--- src/verilog/atsb_pkg.sv ---
// Constants shared by the async timer synchroniser bridge.
package atsb_pkg;
  // ==========================================================
  // Register map
  localparam logic [2:0] ATSB_ADDR_CNT = 3'h0;
  localparam logic [2:0] ATSB_ADDR_CMPA = 3'h1;
  localparam logic [2:0] ATSB_ADDR_CMPB = 3'h2;
  localparam logic [2:0] ATSB_ADDR_CTLA = 3'h3;
  localparam logic [2:0] ATSB_ADDR_CTLB = 3'h4;
  localparam logic [2:0] ATSB_ADDR_STAT = 3'h5;
  localparam logic [2:0] ATSB_ADDR_GTC = 3'h6;
  localparam logic [2:0] ATSB_ADDR_SLEEP = 3'h7;
  // ==========================================================
  // Status and GTC register fields, reset values
  localparam int ATSB_BIT_EXTCLK = 6;
  localparam int ATSB_BIT_ASYNC = 5;
  localparam int ATSB_PEND_MSB = 4;
  localparam int ATSB_BIT_PSR = 1;
  localparam logic [7:0] ATSB_STAT_RST = 8'h00;
  localparam logic [7:0] ATSB_REG_RST = 8'h00;
  // ==========================================================
  // Timing
  localparam int ATSB_WAKE_HOLD = 4;
  localparam int ATSB_FLAG_CPU_CYC = 3;
  localparam logic [9:0] ATSB_DIV8 = 10'h007;
  localparam logic [9:0] ATSB_DIV32 = 10'h01f;
  localparam logic [9:0] ATSB_DIV64 = 10'h03f;
  localparam logic [9:0] ATSB_DIV128 = 10'h07f;
  localparam logic [9:0] ATSB_DIV256 = 10'h0ff;
  localparam logic [9:0] ATSB_DIV1024 = 10'h3ff;
endpackage : atsb_pkg

--- src/verilog/atsb_bridge.sv ---
// Async timer bridge: holding registers, counter sync, flag sync.
//
// The address map and strobed register access were decided locally.
`timescale 1ns/10ps
// Functional notes
// [RL1] Async writes land after two pin edges
// [RL2] Five independent holding registers
// [RL3] Pending flags set on write, cleared
// [RL4] Counter reads live; others read holding
// [RL5] Counter copy refreshed on each pin edge
// [RL6] Software avoids writing while pending
// [RL7] Compare match blocked while write pending
// [RL8] Flags cross in three cycles plus tick
// [RL9] Compare pin driven from timer domain
// [RL10] Wake begins on next timer tick
// [RL11] Processor held four cycles after wake
// [RL12] Interrupt logic rearms after one tick
// [RL13] Select bit chooses I/O or pin clock
// [RL14] Software follows safe clock switch order
// [RL15] External clock buffer versus crystal enable
// [RL16] Async mode detaches oscillator pins
// [RL17] Prescaler taps and stop
// [RL18] Prescaler reset bit resets prescaler
// [RL19] CPU clock over four times oscillator
// [RL20] Oscillator runs except deep sleep modes
// [RL21] Software waits pending before sleeping
// [RL22] Software read sequence after wake
// [RL23] Three-bit divider select encoding
// [RL24] Async prescaler reset holds until done
// [RL25] Pending clears synchronised back
module atsb_bridge import atsb_pkg::*; #(
  parameter int DW = 8
) (
  input wire logic clk,
  input wire logic rst_n,
  input wire logic [2:0] addr,
  input wire logic [DW-1:0] wdata,
  input wire logic wr,
  input wire logic rd,
  output logic [DW-1:0] rdata,
  input wire logic async_osc_in_pin,
  input wire logic [DW-1:0] timer_count,
  input wire logic [2:0] timer_irq_cond,
  output logic [DW-1:0] counter_load,
  output logic counter_load_stb,
  output logic [DW-1:0] compare_value_a,
  output logic [DW-1:0] compare_value_b,
  output logic [DW-1:0] timer_control_a,
  output logic [DW-1:0] timer_control_b,
  output logic compare_match_enable,
  output logic timer_tick,
  output logic [2:0] irq_flags,
  output logic wake_req,
  output logic cpu_hold,
  output logic ext_clock_buf_en,
  output logic crystal_osc_en,
  output logic osc_pins_detached
);
  // ==========================================================
  // Pin synchroniser and edge detection
  logic [2:0] pin_sync_r;
  logic pin_rise;
  always_ff @(posedge clk) begin
    if (!rst_n) begin
      pin_sync_r <= 3'h0;
    end else begin
      pin_sync_r <= {pin_sync_r[1:0], async_osc_in_pin};
    end
  end
  // Stage 0 feeds only stage 1; edges are taken from later stages.
  assign pin_rise = pin_sync_r[1] & ~pin_sync_r[2];

  // ==========================================================
  // Software registers
  logic [7:0] stat_r;
  logic [7:0] hold_r [0:4];
  logic [4:0] pend_r;
  logic [4:0] edge_cnt_r [0:4];
  logic [DW-1:0] cnt_view_r;
  logic [2:0] sleep_mode_r;
  logic psr_r;
  logic sync_hold_r;
  logic async_mode;
  assign async_mode = stat_r[ATSB_BIT_ASYNC];

  always_ff @(posedge clk) begin
    if (!rst_n) begin
      stat_r <= ATSB_STAT_RST;
      sleep_mode_r <= 3'h0;
      sync_hold_r <= 1'b0;
    end else if (wr && addr == ATSB_ADDR_STAT) begin
      stat_r <= {1'b0, wdata[6:5], 5'h00};
    end else if (wr && addr == ATSB_ADDR_SLEEP) begin
      sleep_mode_r <= wdata[2:0];
    end else if (wr && addr == ATSB_ADDR_GTC) begin
      sync_hold_r <= wdata[7];
    end
  end

  // ==========================================================
  // Holding registers, one per async register
  genvar gi;
  generate
    for (gi = 0; gi < 5; gi++) begin : g_hold
      always_ff @(posedge clk) begin
        if (!rst_n) begin
          hold_r[gi] <= ATSB_REG_RST;
          pend_r[gi] <= 1'b0;
          edge_cnt_r[gi] <= 5'h0;
        end else if (wr && addr == 3'(gi)) begin
          hold_r[gi] <= wdata; // see [RL2]
          pend_r[gi] <= async_mode; // see [RL3]
          edge_cnt_r[gi] <= 5'h0;
        end else if (pend_r[gi] && pin_rise) begin
          // Second pin edge after the write commits the value.
          if (edge_cnt_r[gi] == 5'h1) begin
            pend_r[gi] <= 1'b0; // see [RL1] see [RL25]
          end
          edge_cnt_r[gi] <= edge_cnt_r[gi] + 5'h1;
        end
      end
    end
  endgenerate

  // ==========================================================
  // Destination registers
  logic [4:0] pend_d_r;
  logic wr_cnt_d_r;
  always_ff @(posedge clk) begin
    if (!rst_n) begin
      pend_d_r <= 5'h0;
      wr_cnt_d_r <= 1'b0;
      counter_load <= ATSB_REG_RST;
      counter_load_stb <= 1'b0;
      compare_value_a <= ATSB_REG_RST;
      compare_value_b <= ATSB_REG_RST;
      timer_control_a <= ATSB_REG_RST;
      timer_control_b <= ATSB_REG_RST;
    end else begin
      pend_d_r <= pend_r;
      // Sync mode updates straight away; async waits for the commit.
      wr_cnt_d_r <= !async_mode && wr && addr == ATSB_ADDR_CNT;
      counter_load_stb <= wr_cnt_d_r ||
                          (pend_d_r[0] && !pend_r[0]); // see [RL1]
      if (!async_mode || (pend_d_r[0] && !pend_r[0])) begin
        counter_load <= hold_r[0];
      end
      if (!async_mode || (pend_d_r[1] && !pend_r[1])) begin
        compare_value_a <= hold_r[1];
      end
      if (!async_mode || (pend_d_r[2] && !pend_r[2])) begin
        compare_value_b <= hold_r[2];
      end
      if (!async_mode || (pend_d_r[3] && !pend_r[3])) begin
        timer_control_a <= hold_r[3];
      end
      if (!async_mode || (pend_d_r[4] && !pend_r[4])) begin
        timer_control_b <= hold_r[4];
      end
    end
  end

  // ==========================================================
  // Counter view and compare gating
  always_ff @(posedge clk) begin
    if (!rst_n) begin
      cnt_view_r <= ATSB_REG_RST;
      compare_match_enable <= 1'b1;
    end else begin
      if (!async_mode || pin_rise) begin
        cnt_view_r <= timer_count; // see [RL5]
      end
      compare_match_enable <= ~|pend_r[2:0]; // see [RL7] see [RL9]
    end
  end

  // ==========================================================
  // Clock source and pins
  always_ff @(posedge clk) begin
    if (!rst_n) begin
      ext_clock_buf_en <= 1'b0;
      crystal_osc_en <= 1'b0;
      osc_pins_detached <= 1'b0;
    end else begin
      ext_clock_buf_en <= async_mode & stat_r[ATSB_BIT_EXTCLK]; // see [RL15]
      // Oscillator stops in power-down (2) and standby (6).
      crystal_osc_en <= async_mode & ~stat_r[ATSB_BIT_EXTCLK] &
                        sleep_mode_r != 3'h2 &&
                        sleep_mode_r != 3'h6; // see [RL20]
      osc_pins_detached <= async_mode; // see [RL16]
    end
  end

  // ==========================================================
  // Prescaler
  logic [9:0] presc_r;
  logic src_tick;
  logic presc_tap;
  assign src_tick = async_mode ? pin_rise : 1'b1; // see [RL13]
  always_comb begin
    case (hold_r[4][2:0]) // see [RL23] see [RL17]
      3'h0: presc_tap = 1'b0;
      3'h1: presc_tap = src_tick;
      3'h2: presc_tap = src_tick && (presc_r & ATSB_DIV8) == ATSB_DIV8;
      3'h3: presc_tap = src_tick && (presc_r & ATSB_DIV32) == ATSB_DIV32;
      3'h4: presc_tap = src_tick && (presc_r & ATSB_DIV64) == ATSB_DIV64;
      3'h5: presc_tap = src_tick && (presc_r & ATSB_DIV128) == ATSB_DIV128;
      3'h6: presc_tap = src_tick && (presc_r & ATSB_DIV256) == ATSB_DIV256;
      default: presc_tap = src_tick &&
                           (presc_r & ATSB_DIV1024) == ATSB_DIV1024;
    endcase
  end
  always_ff @(posedge clk) begin
    if (!rst_n) begin
      presc_r <= 10'h0;
      psr_r <= 1'b0;
      timer_tick <= 1'b0;
    end else begin
      timer_tick <= presc_tap & timer_control_b[2:0] != 3'h0;
      if (wr && addr == ATSB_ADDR_GTC && wdata[ATSB_BIT_PSR]) begin
        psr_r <= 1'b1; // see [RL18]
      end else if (psr_r && !sync_hold_r && (!async_mode || pin_rise)) begin
        psr_r <= 1'b0; // see [RL24]
      end
      if (psr_r && (!async_mode || pin_rise)) begin
        presc_r <= 10'h0; // see [RL18]
      end else if (src_tick) begin
        presc_r <= presc_r + 10'h1;
      end
    end
  end

  // ==========================================================
  // Interrupt flag crossing and wake-up
  typedef enum logic [1:0] {ATSB_IDLE, ATSB_WAIT, ATSB_HOLD, ATSB_REARM}
    atsb_wake_t;
  atsb_wake_t wake_st_r;
  logic [2:0] cond_lat_r;
  logic [2:0] flag_pipe_r [0:2];
  logic [2:0] hold_cnt_r;
  always_ff @(posedge clk) begin
    if (!rst_n) begin
      cond_lat_r <= 3'h0;
      flag_pipe_r[0] <= 3'h0;
      flag_pipe_r[1] <= 3'h0;
      flag_pipe_r[2] <= 3'h0;
      irq_flags <= 3'h0;
    end else begin
      // Condition captured on a timer tick, then three CPU stages.
      if (!async_mode || pin_rise) begin
        cond_lat_r <= timer_irq_cond; // see [RL8]
      end
      flag_pipe_r[0] <= cond_lat_r;
      flag_pipe_r[1] <= flag_pipe_r[0];
      flag_pipe_r[2] <= flag_pipe_r[1];
      irq_flags <= flag_pipe_r[1] & ~flag_pipe_r[2]; // see [RL8]
    end
  end
  always_ff @(posedge clk) begin
    if (!rst_n) begin
      wake_st_r <= ATSB_IDLE;
      hold_cnt_r <= 3'h0;
      wake_req <= 1'b0;
      cpu_hold <= 1'b0;
    end else begin
      case (wake_st_r)
        ATSB_IDLE: begin
          // The raw condition lives in the pin domain; use the latched copy.
          if (|cond_lat_r) begin
            wake_st_r <= ATSB_WAIT;
          end
        end
        ATSB_WAIT: begin
          if (!async_mode || pin_rise) begin
            wake_req <= 1'b1; // see [RL10]
            cpu_hold <= 1'b1;
            hold_cnt_r <= 3'h0;
            wake_st_r <= ATSB_HOLD;
          end
        end
        ATSB_HOLD: begin
          wake_req <= 1'b0;
          hold_cnt_r <= hold_cnt_r + 3'h1;
          if (hold_cnt_r == 3'(ATSB_WAKE_HOLD - 1)) begin
            cpu_hold <= 1'b0; // see [RL11]
            wake_st_r <= ATSB_REARM;
          end
        end
        ATSB_REARM: begin
          if (!async_mode || pin_rise) begin
            wake_st_r <= ATSB_IDLE; // see [RL12]
          end
        end
        default: wake_st_r <= ATSB_IDLE;
      endcase
    end
  end

  // ==========================================================
  // Read port
  always_ff @(posedge clk) begin
    if (!rst_n) begin
      rdata <= '0;
    end else if (rd) begin
      case (addr)
        ATSB_ADDR_CNT: rdata <= cnt_view_r; // see [RL4]
        ATSB_ADDR_CMPA: rdata <= hold_r[1];
        ATSB_ADDR_CMPB: rdata <= hold_r[2];
        ATSB_ADDR_CTLA: rdata <= hold_r[3];
        ATSB_ADDR_CTLB: rdata <= hold_r[4];
        ATSB_ADDR_STAT: rdata <= {stat_r[7:5], pend_r[0], pend_r[1],
                                  pend_r[2], pend_r[3], pend_r[4]}; // see [RL3]
        ATSB_ADDR_GTC: rdata <= {sync_hold_r, 5'h00, psr_r, 1'b0};
        default: rdata <= {5'h00, sleep_mode_r};
      endcase
    end
  end

  // ==========================================================
  // Checks
  property p_pend_set;
    @(posedge clk) disable iff (!rst_n)
      (wr && addr == ATSB_ADDR_CMPA && async_mode) |=> pend_r[1];
  endproperty
  a_pend_set: assert property (p_pend_set) // see [RL3]
    else $error("pending flag not set after async write");
  property p_cmp_block;
    @(posedge clk) disable iff (!rst_n)
      (|pend_r[2:0]) |=> !compare_match_enable;
  endproperty
  a_cmp_block: assert property (p_cmp_block) // see [RL7]
    else $error("compare match enabled while write pending");
  property p_hold4;
    @(posedge clk) disable iff (!rst_n)
      $rose(cpu_hold) |-> cpu_hold [*4] ##1 !cpu_hold;
  endproperty
  a_hold4: assert property (p_hold4) // see [RL11]
    else $error("cpu hold not four cycles");
  property p_pend_clear;
    @(posedge clk) disable iff (!rst_n)
      $fell(pend_r[0]) |-> $past(pin_rise) && $past(pend_r[0]);
  endproperty
  a_pend_clear: assert property (p_pend_clear) // see [RL1]
    else $error("pending cleared without pin edge");
  property p_detach;
    @(posedge clk) disable iff (!rst_n)
      ##1 osc_pins_detached == $past(async_mode);
  endproperty
  a_detach: assert property (p_detach) // see [RL16]
    else $error("pin detach does not follow async select");
  property p_psr_stay;
    @(posedge clk) disable iff (!rst_n)
      (psr_r && async_mode && !pin_rise && !wr) |=> psr_r;
  endproperty
  a_psr_stay: assert property (p_psr_stay) // see [RL24]
    else $error("prescaler reset bit cleared early");
  property p_stop;
    @(posedge clk) disable iff (!rst_n)
      (hold_r[4][2:0] == 3'h0) |-> !presc_tap;
  endproperty
  a_stop: assert property (p_stop) // see [RL23]
    else $error("tap active while stopped");
  property p_extbuf;
    @(posedge clk) disable iff (!rst_n)
      ext_clock_buf_en |-> !crystal_osc_en;
  endproperty
  a_extbuf: assert property (p_extbuf) // see [RL15]
    else $error("buffer and crystal both enabled");
endmodule : atsb_bridge

--- config.mk ---
export PLATFORM = sky130hd
export DESIGN_NAME = atsb_bridge
export DESIGN_NICKNAME = d
export VERILOG_FILES = /design/src/verilog/atsb_pkg.sv /design/src/verilog/atsb_bridge.sv
export SDC_FILE = /design/constraint.sdc
export NUM_CORES = 1
export LEC_CHECK = 0
export BUFFER_PORTS_ARGS = -buffer_cell sky130_fd_sc_hd__buf_2
export CELL_PAD_IN_SITES_DETAIL_PLACEMENT = 0
export CELL_PAD_IN_SITES_GLOBAL_PLACEMENT = 1
export CORE_MARGIN = 2
export CORE_UTILIZATION = 42
export CTS_CLUSTER_SIZE = 12
export DETAILED_ROUTE_END_ITERATION = 12
export GPL_ROUTABILITY_DRIVEN = 0
export PLACE_DENSITY = 0.75
export RECOVER_POWER = 100
export SYNTH_ARGS = -nofsm -noshare
export SYNTH_HDL_FRONTEND = slang
export SYNTH_SLANG_ARGS = --single-unit
--- constraint.sdc ---
create_clock -name clk -period 1.9 [get_ports clk]
set_clock_uncertainty 0.2 [all_clocks]
set_input_delay 0.475 -clock clk [delete_from_list [all_inputs] [get_ports clk]]
set_output_delay 0.475 -clock clk [all_outputs]
set_load 0.01 [all_outputs]
Word level (Yosys, flattened, before mapping)
Memory sizes are Yosys's and may differ from the RTL's. A register that Yosys moved wholly into a read port is not among the register bits.
Cells that the tools add are included.

operators by class
  add/subtract/negate cells = 7
  equality and inequality tests = 34
  muxes and demuxes = 86
  bitwise operators = 30
  reduce and logical (&&, ||, !) cells = 76

operator list
  kind                                                                   count
  1-bit 2-to-1 mux                                                       57
  8-bit one-hot mux with 7 select lines                                  1
  5-bit 2-to-1 mux                                                       10
  8-bit 2-to-1 mux                                                       5
  1-bit logical AND                                                      31
  5-bit by 1-bit adder with 5-bit output, second input constant          5
  5-bit by 1-bit equality test with 1-bit output, second input constant  5
  3-bit equality test, second input constant                             8
  2-bit nonzero test                                                     12
  1-bit OR                                                               18
  3-bit by 2-bit equality test with 1-bit output, second input constant  5
  2-bit AND reduction                                                    7
  3-bit 2-to-1 mux                                                       4
  10-bit by 1-bit adder with 10-bit output, second input constant        1
  10-bit equality test, second input constant                            1
  1-bit zero test                                                        9
  8-bit equality test, second input constant                             1
  2-bit 2-to-1 mux                                                       4
  2-bit inequality test, second input constant                           4
  2-bit one-hot mux with 4 select lines                                  1
  7-bit equality test, second input constant                             1
  1-bit logical OR                                                       7
  1-bit one-hot mux with 7 select lines                                  1
  3-bit by 1-bit equality test with 1-bit output, second input constant  2
  other kinds (20)                                                       33

storage, ports and cells
  register bits after elaboration = 98
  memory bits (writable) = 74
  output and inout port bits = 59
  memories kept = 3

memory list
  name         words  bits a word  read ports  clocked after Yosys merged registers in  wr ports  line                RTL
  hold_r       5      8            5           1                                        5         atsb_bridge.sv:76   logic [7:0] hold_r [0:4];
  edge_cnt_r   5      5            5           0                                        5         atsb_bridge.sv:78   logic [4:0] edge_cnt_r [0:4];
  flag_pipe_r  3      3            3           0                                        3         atsb_bridge.sv:239  logic [2:0] flag_pipe_r [0:2];

Logic depth before layout (Yosys ltp)
Gate-level depths: netlist of run 1.

  depth in word-level cells = 8
  gate-level depth with buffers = 7
  gate-level depth less buffers = 7

Worst setup path after synthesis of run 1
No wires, ideal clock.

  path kind = input-to-reg
  from = in addr[1]
  to = mem edge_cnt_r[3][0], enable pin
  library setup time = 310 ps
  arrival time = 1500 ps
  data required time = 1390 ps
  path slack = -110 ps
  stages = 5
  cells stage by stage = buf_2 -> nor2b_1 -> nand3_1 -> nand2_1 -> a21o_1

RTL lines
  element      line               RTL
  from (decl)  atsb_bridge.sv:36  input wire logic [2:0] addr,
  to (decl)    atsb_bridge.sv:78

Final worst setup path of run 1
  from = in addr[2]
  to = reg rdata[2]

on the way
  longest elaborated chain between the ends = 2
  elaborated cells on any way between the ends = 8
  those cells by class = 6 x eq/ne; 1 x mux; 1 x reduce/logical

RTL lines
  element                                            line                RTL
  3-bit equality test, or another cell as far along  atsb_bridge.sv:305  case (addr)
  8-bit one-hot mux with 7 select lines *            atsb_bridge.sv:305
  to (signal assigned)                               atsb_bridge.sv:306  ATSB_ADDR_CNT: rdata <= cnt_view_r;
  to (signal assigned)                               atsb_bridge.sv:307  ATSB_ADDR_CMPA: rdata <= hold_r[1];
  to (signal assigned)                               atsb_bridge.sv:308  ATSB_ADDR_CMPB: rdata <= hold_r[2];
  to (decl)                                          atsb_bridge.sv:40   output logic [DW-1:0] rdata,

Every way passes the cells marked *; elsewhere a longest branch is shown, timed or not.
A chain may end at the register's enable or synchronous reset.

==> qor.yml, run 1 <==
worst_hold_path:
  hp-class: "input pin to register"
pwr:
  p_leak_nw: 3.79
  seqPwrFrac_pct: 50.0
  ir_worst_vdd_mv: 0.649
  clockPowerShare_pct: 40.1
  powerDensity_nw_per_um2: 958
  swShare_pct: 26.3
  power_mw: 8.78
  power.internal_mw: 6.47
  power_frac_comb_pct: 10.0
  switchingPower_mw: 2.31
die:
  start_util_pct: 42.8
  die_w_um: 140
  rows: 49
  die_area_sq_um: 19500
  core-area_sq_um: 18000
  die_y_um: 140
  ios: 86
synthesis:
  synth-edff-count: 65
  synthCells: 711
  syn_area_per_cell_sq_um: 10.9
  synthesis.area_sq_um: 7720
  async_flop_share_pct: 0
  yosysWarningCount: 0
  ys_seq_area_share_pct: 55.1
  synth-seq-cells: 180
  synth-main-ff-cell: "dfxtp_1"
  ys_types: 58
  syn_nets: 758
sta:
  setup_viol: 0
  setup_tns_ns: 0
  setup_slack_ns: 0.0831
  slew_viol_final: 0
  hold_viol_final: 0
  max_clock_freq_mhz: 550
  layout_min_cycle_time_ns: 1.82
  max_slew_margin_pct: 54.6
  finalCritPeriodShare_pct: 95.6
  worstMarginPinSlew_ns: 0.676
  whs_ns: 0.0710
global_routing:
  grt_use_total_pct: 19.9
  grt_pass1_vias: 5669
  antenna_found_initial: 0
  overflow: 0
  grt_pass1_wl_um: 30200
  grt_start_max_net_pins: 21
placement:
  dpl.hpwl_um: 14300
  portBuffers: 85
  dp_cells: 1048
  placed_cell_area_sq_um: 8700
  place_ws_ns: -0.0856
critical_path:
  reg2regPathDepth: 6
  cp.buffers_inverters: 2
  cp-start-kind: "input pin"
  timing.rr.end: "wake_st_r[1]$_SDFFE_PN0P_"
  critPathTopFamily: "buffers and inverters"
  cp.arrival_ns: 1.94
  max_stage_delay_ns: 0.36
  end_kind: "register"
  cp_max_fo: 11
  crit_required_ns: 2.03
  cp.depth: 5
  r2r_slack_ns: 0.13
  cp_cell_sequence: "clkbuf_1, nor2b_1, clkbuf_1, a311oi_1, a32o_1"
  regToRegStartpoint: "wake_st_r[0]$_SDFFE_PN0P_"
  critPathKind: "input pin to register"
  crit_top_cell: "clkbuf_1"
  crit_end: "rdata[2]$_SDFFE_PN0P_"
  crit_start: "addr[2]"
  cp_slowest_cell: "clkbuf_1"
detailed_routing:
  vias_per_cell: 5.15
  dr.pass1.iters: 6
  first_iter_violations: 255
  vias: 5574
  ant_nets: 0
  routed_wl_um: 19000
  wire_per_inst_um: 17.6
  remaining_drc_errors: 0
final_layout:
  syn_to_final_growth_pct: 18.7
  layout_common_cells: "dfxtp_1, clkbuf_1, edfxtp_1"
  instances_no_fill: 1082
  drive_above_1_share_pct: 13.7
  stdcell_area_sq_um: 9160
  final_common_cell: "dfxtp_1"
  num_antenna_cells: 0
  post-route-util_pct: 50.8
  nFillCells: 1727
  finalNetCount: 887
status:
  run_status: "complete, no violations"
clock_network:
  root_buffer: "clkbuf_16"
  path_clk_slew_ns: 0.07
  cts_tree: "built"
  h-tree-depth: 4
  cts.sinks: 180
  clock_latency_ns: 0.43
  cts_max_path_buffers: 2
  cts_buffers: 17
  ctsHoldBuffers: 0
run:
  maxCapViolations: 0
==> worst register-to-register path, cell delays in order, from the launching register on <==
cell	delay, ns
dfxtp_1	0.34
inv_1	0.12
ha_1	0.16
or4b_1	0.45
o311a_1	0.18
mux2i_1	0.17
nor2b_1	0.06
==> cell type report <==
cell class | instances | area (sq um) | area share (%)
Clock buffer | 17 | 425 | 4.64
Clock inverter | 15 | 166 | 1.82
Inverter | 25 | 93.8 | 1.02
Multi-Input combinational cell | 476 | 3230 | 35.3
Sequential cell | 180 | 4250 | 46.4
Tap cell | 229 | 287 | 3.13
Timing Repair Buffer | 140 | 702 | 7.66
==> metal layers <==
metal	global-route usage (%)	wire, um	share of wire (%)
met1	26.1	8760	46
met3	4.40	832	4.4
met2	33.3	9220	48
met5	0	0	0
met4	5.42	209	1.1
==> worst min path at each step <==
| stage | from | endpoint | slack, ns | cells after the start |
|---|---|---|---|---|
| 2_1_floorplan | flag_pipe_r[0][6]$_SDFF_PN0_ | irq_flags[0]$_SDFF_PN0_ | 0.17 | 1 |
| 3_3_place_gp | flag_pipe_r[0][7]$_SDFF_PN0_ | irq_flags[1]$_SDFF_PN0_ | 0.17 | 1 |
| 3_5_place_dp | flag_pipe_r[0][6]$_SDFF_PN0_ | irq_flags[0]$_SDFF_PN0_ | 0.18 | 1 |
| 4_1_cts | async_osc_in_pin | pin_sync_r[0]$_SDFF_PN0_ | 0.05 | 2 |
| 5_1_grt | async_osc_in_pin | pin_sync_r[0]$_SDFF_PN0_ | 0.07 | 2 |
| 6_report | async_osc_in_pin | pin_sync_r[0]$_SDFF_PN0_ | 0.07 | 2 |
==> cells by family (layout without fill, tap and decap cells) <==
kind of cell | after synthesis | count (layout) | share of synthesized area, %
simple gates | 282 | 282 | 19.5
flops | 180 | 180 | 55.1
compound gates | 90 | 90 | 8.20
mux | 64 | 64 | 8.56
buf+inv | 55 | 197 | 3.13
fa+ha+maj | 20 | 20 | 3.24
xor+xnor | 20 | 20 | 2.27
==> power groups by stage <==
stage,clock network [mW],registers (mW),logic (mW)
detailed placement,0,4.47,0.915
global route,3.73,4.41,0.978
global placement,0,4.46,0.886
finish,3.52,4.39,0.875
CTS,3.58,4.38,0.919
floorplan,0,4.45,0.541
==> timing repair <==
item | CTS | global route
setup buffers | 0 | 2
endpoints found under the hold margin | 0 | 0
gates resized for setup | 0 | 1
setup endpoints to repair | 0 | 3
==> state kept, by name, summed over array words and instances (netlist names), 2 cells and up <==
signal,cells
pin_sync_r,3
pend_r,5
timer_control_b,8
edge_cnt_r,25
cond_lat_r,3
hold_r,40
presc_r,10
pend_d_r,5
rdata,8
flag_pipe_r,9
cnt_view_r,8
timer_control_a,8
stat_r,2
irq_flags,3
sleep_mode_r,3
hold_cnt_r,3
compare_value_a,8
counter_load,8
compare_value_b,8
wake_st_r,2
==> cells in the mapped netlist, types with 11 or more instances <==
cell type    n  area [sq um]
dfxtp_1    115          2300
edfxtp_1    65          1950
and2_1      60           375
mux2i_1     57           571
nor2b_1     57           357
nand2_1     53           199
nor2_1      46           173
nand3_1     33           165
inv_1       25          93.8
ha_1        20           250
o21ai_0     19          95.1
a21oi_1     17          85.1
buf_2       16          80.1
a21boi_0    14           105
clkbuf_1    11          41.3
Power figures use the tool's default switching activity.
==> run 2, diff against run 1 <==
==> constraint.sdc (replaced) <==
create_clock -name clk -period 1.9 [get_ports clk]
set_clock_uncertainty 0.2 [all_clocks]
set_input_delay 0.095 -clock clk [delete_from_list [all_inputs] [get_ports clk]]
set_output_delay 0.095 -clock clk [all_outputs]
set_load 0.01 [all_outputs]
==> qor.yml, run 2 (synthesized netlist as in run 1, its figures left out) <==
status:
  run_status: "complete, no violations"
critical_path:
  critPathKind: "input pin to register"
  crit_top_cell: "nand2_1"
  r2r_slack_ns: 0.13  # about the same
  end_kind: "register"
  crit_start: "addr[0]"
  crit_end: "hold_r[4][1]$_SDFFCE_PN0P_"
  critPathTopFamily: "buffers and inverters"
  cp.depth: 8  # +3
  cp_slowest_cell: "dlygate4sd3_1"
  cp.arrival_ns: 1.75  # -0.19 ns
  reg2regPathDepth: 6  # unchanged
  cp_cell_sequence: "dlygate4sd3_1, clkbuf_1, nor2b_1, clkbuf_2, buf_4, nand2_1, nand2_1, buf_2"
  cp-start-kind: "input pin"
  max_stage_delay_ns: 0.54  # +0.18 ns
  crit_required_ns: 1.81  # -0.22 ns
  regToRegStartpoint: "wake_st_r[0]$_SDFFE_PN0P_"
  cp.buffers_inverters: 5  # +3
  cp_max_fo: 8  # -3
  timing.rr.end: "wake_st_r[1]$_SDFFE_PN0P_"
detailed_routing:
  vias: 5561  # -0.23%
  ant_nets: 0  # unchanged
  routed_wl_um: 18900  # -0.79%
  first_iter_violations: 333  # +31%
  topRoutingLayerUsed: "met4"
  dr.pass1.iters: 5  # -1
  wire_per_inst_um: 17.4  # -0.89%
  wl_met1_um: 8350  # -4.7%
  vias_per_cell: 5.13  # -0.33%
  wl_met3_um: 1080  # +29%
  dr_wl_met2_um: 9160  # -0.67%
  remaining_drc_errors: 0  # unchanged
run:
  maxCapViolations: 0  # unchanged
placement:
  placed_cell_area_sq_um: 8500  # -2.4%
  portBuffers: 85  # unchanged
  dpl.hpwl_um: 13800  # -3.7%
  place_ws_ns: 0.0403  # +0.126 ns
die:
  start_util_pct: 42.8  # unchanged
  die_y_um: 140  # unchanged
  die_area_sq_um: 19500  # unchanged
  die_w_um: 140  # unchanged
  core-area_sq_um: 18000  # unchanged
  ios: 86  # unchanged
  rows: 49  # unchanged
final_layout:
  nFillCells: 1666  # -3.5%
  largest_register_ffs: 40  # unchanged
  top_register: "hold_r"
  layout_common_cells: "dfxtp_1, edfxtp_1, clkbuf_1"
  finalNetCount: 888  # +0.11%
  drive_above_1_share_pct: 12.5  # -1.2 points
  post-route-util_pct: 51.4  # +0.56 points
  stdcell_area_sq_um: 9260  # +1.1%
  syn_to_final_growth_pct: 20.0
  num_antenna_cells: 0  # unchanged
  reg_top3: "hold_r x40, edge_cnt_r x25, presc_r x10"
  final_common_cell: "dfxtp_1"
sta:
  setup_slack_ns: 0.0585  # -0.0246 ns
  setup_tns_ns: 0  # unchanged
  max_slew_margin_pct: 52.5  # -2.1 points
  max_clock_freq_mhz: 543  # -1.3%
  setup_viol: 0  # unchanged
  rsz0062_at_grt: "true"
  layout_min_cycle_time_ns: 1.84  # +0.0246 ns
  finalCritPeriodShare_pct: 96.9  # +1.3 points
  hold_viol_final: 0  # unchanged
  slew_viol_final: 0  # unchanged
  worstMarginPinSlew_ns: 0.713  # +0.0366 ns
global_routing:
  antenna_found_initial: 0  # unchanged
  grt_pass1_vias: 5496  # -3.1%
  grt_start_max_net_pins: 28  # +33%
  grt_use_total_pct: 19.7  # -0.22 points
  overflow: 0  # unchanged
  grt_pass1_wl_um: 29700  # -1.7%
clock_network:
  cts_max_path_buffers: 2  # unchanged
  cts_tree: "built"
  h-tree-depth: 4  # unchanged
  cts.sinks: 180  # unchanged
  path_clk_slew_ns: 0.07  # about the same
  cts_buffers: 17  # unchanged
  root_buffer: "clkbuf_16"
  clock_latency_ns: 0.43  # about the same
worst_hold_path:
  hp-class: "input pin to register"
  hold_start: "addr[1]"
pwr:
  ir_worst_vdd_mv: 1.29  # +98%
  power_mw: 8.72  # -0.67%
  powerDensity_nw_per_um2: 941  # -1.7%
  p_leak_nw: 3.80  # +0.41%
-- run 2: changes by cell type in the layout (fill, tap and decap cells not counted), moves of 2 or more --
cell / delta
dlygate4sd3_1: +26
buf_4: -17
clkbuf_1: -12
and2_1: -7
and2_0: +6
buf_2: +3
clkbuf_2: +2
clkinv_2: +2
inv_6: -2
nand2_1: +2
nand2_2: -2
o21ai_0: -2
-- run 2: worst min path at each step --
stage,cells past startpoint,endpoint
5_1_grt,4,pend_r[2]$_SDFFE_PN0P_
4_1_cts,4,psr_r$_SDFFE_PN0P_
2_1_floorplan,1,rdata[5]$_SDFFE_PN0P_
6_report,4,pend_r[2]$_SDFFE_PN0P_
3_5_place_dp,2,pin_sync_r[0]$_SDFF_PN0_
3_3_place_gp,2,pin_sync_r[0]$_SDFF_PN0_
-- run 2: power by group --
part | switching, mW | internal [mW]
combinational | 0.504 | 0.393
clock | 1.59 | 1.84
sequential | 0.169 | 4.22
total | 2.27 | 6.45
-- run 2: worst reg2reg max path, stage by stage, from the launching register on --
cell and delay (ns):
dfxtp_1 0.35, inv_1 0.12, ha_1 0.15, or4b_1 0.44, o311a_1 0.18, mux2i_1 0.17
nor2b_1 0.06
-- run 2: stage by stage --
stage	std cells	hold slack [ns]
after floorplan	711	-0.0152
after global placement	1022	0.122
after detailed placement	1022	0.134
after CTS	1080	0.0414
after global routing	1083	0.0584
final	1083	0.0697
-- run 2: layer usage --
| metal | GRT usage (%) | up-vias |
|---|---|---|
| met5 | 0 | - |
| met4 | 6.42 | 0 |
| met3 | 4.78 | 17 |
| met2 | 32.4 | 143 |
| met1 | 25.5 | 2683 |
| li1 | - | 2718 |
-- run 2: timing repair --
action / in CTS / in global routing
gates resized for setup: 0 / 12
hold endpoints to repair: 71 / 1
endpoints found under the setup margin: 0 / 30
hold buffers: 26 / 1
buffers inserted: 0 / 3
-- run 2: cell type report --
class / instances / area [sq um] / area share, %
tap: 229 / 287 / 3.09
clock buffer: 17 / 425 / 4.59
sequential: 180 / 4260 / 45.9
multi-input combinational: 476 / 3250 / 35.0
inverter: 25 / 93.8 / 1.01
timing repair buffer: 141 / 807 / 8.71
clock inverter: 15 / 148 / 1.59
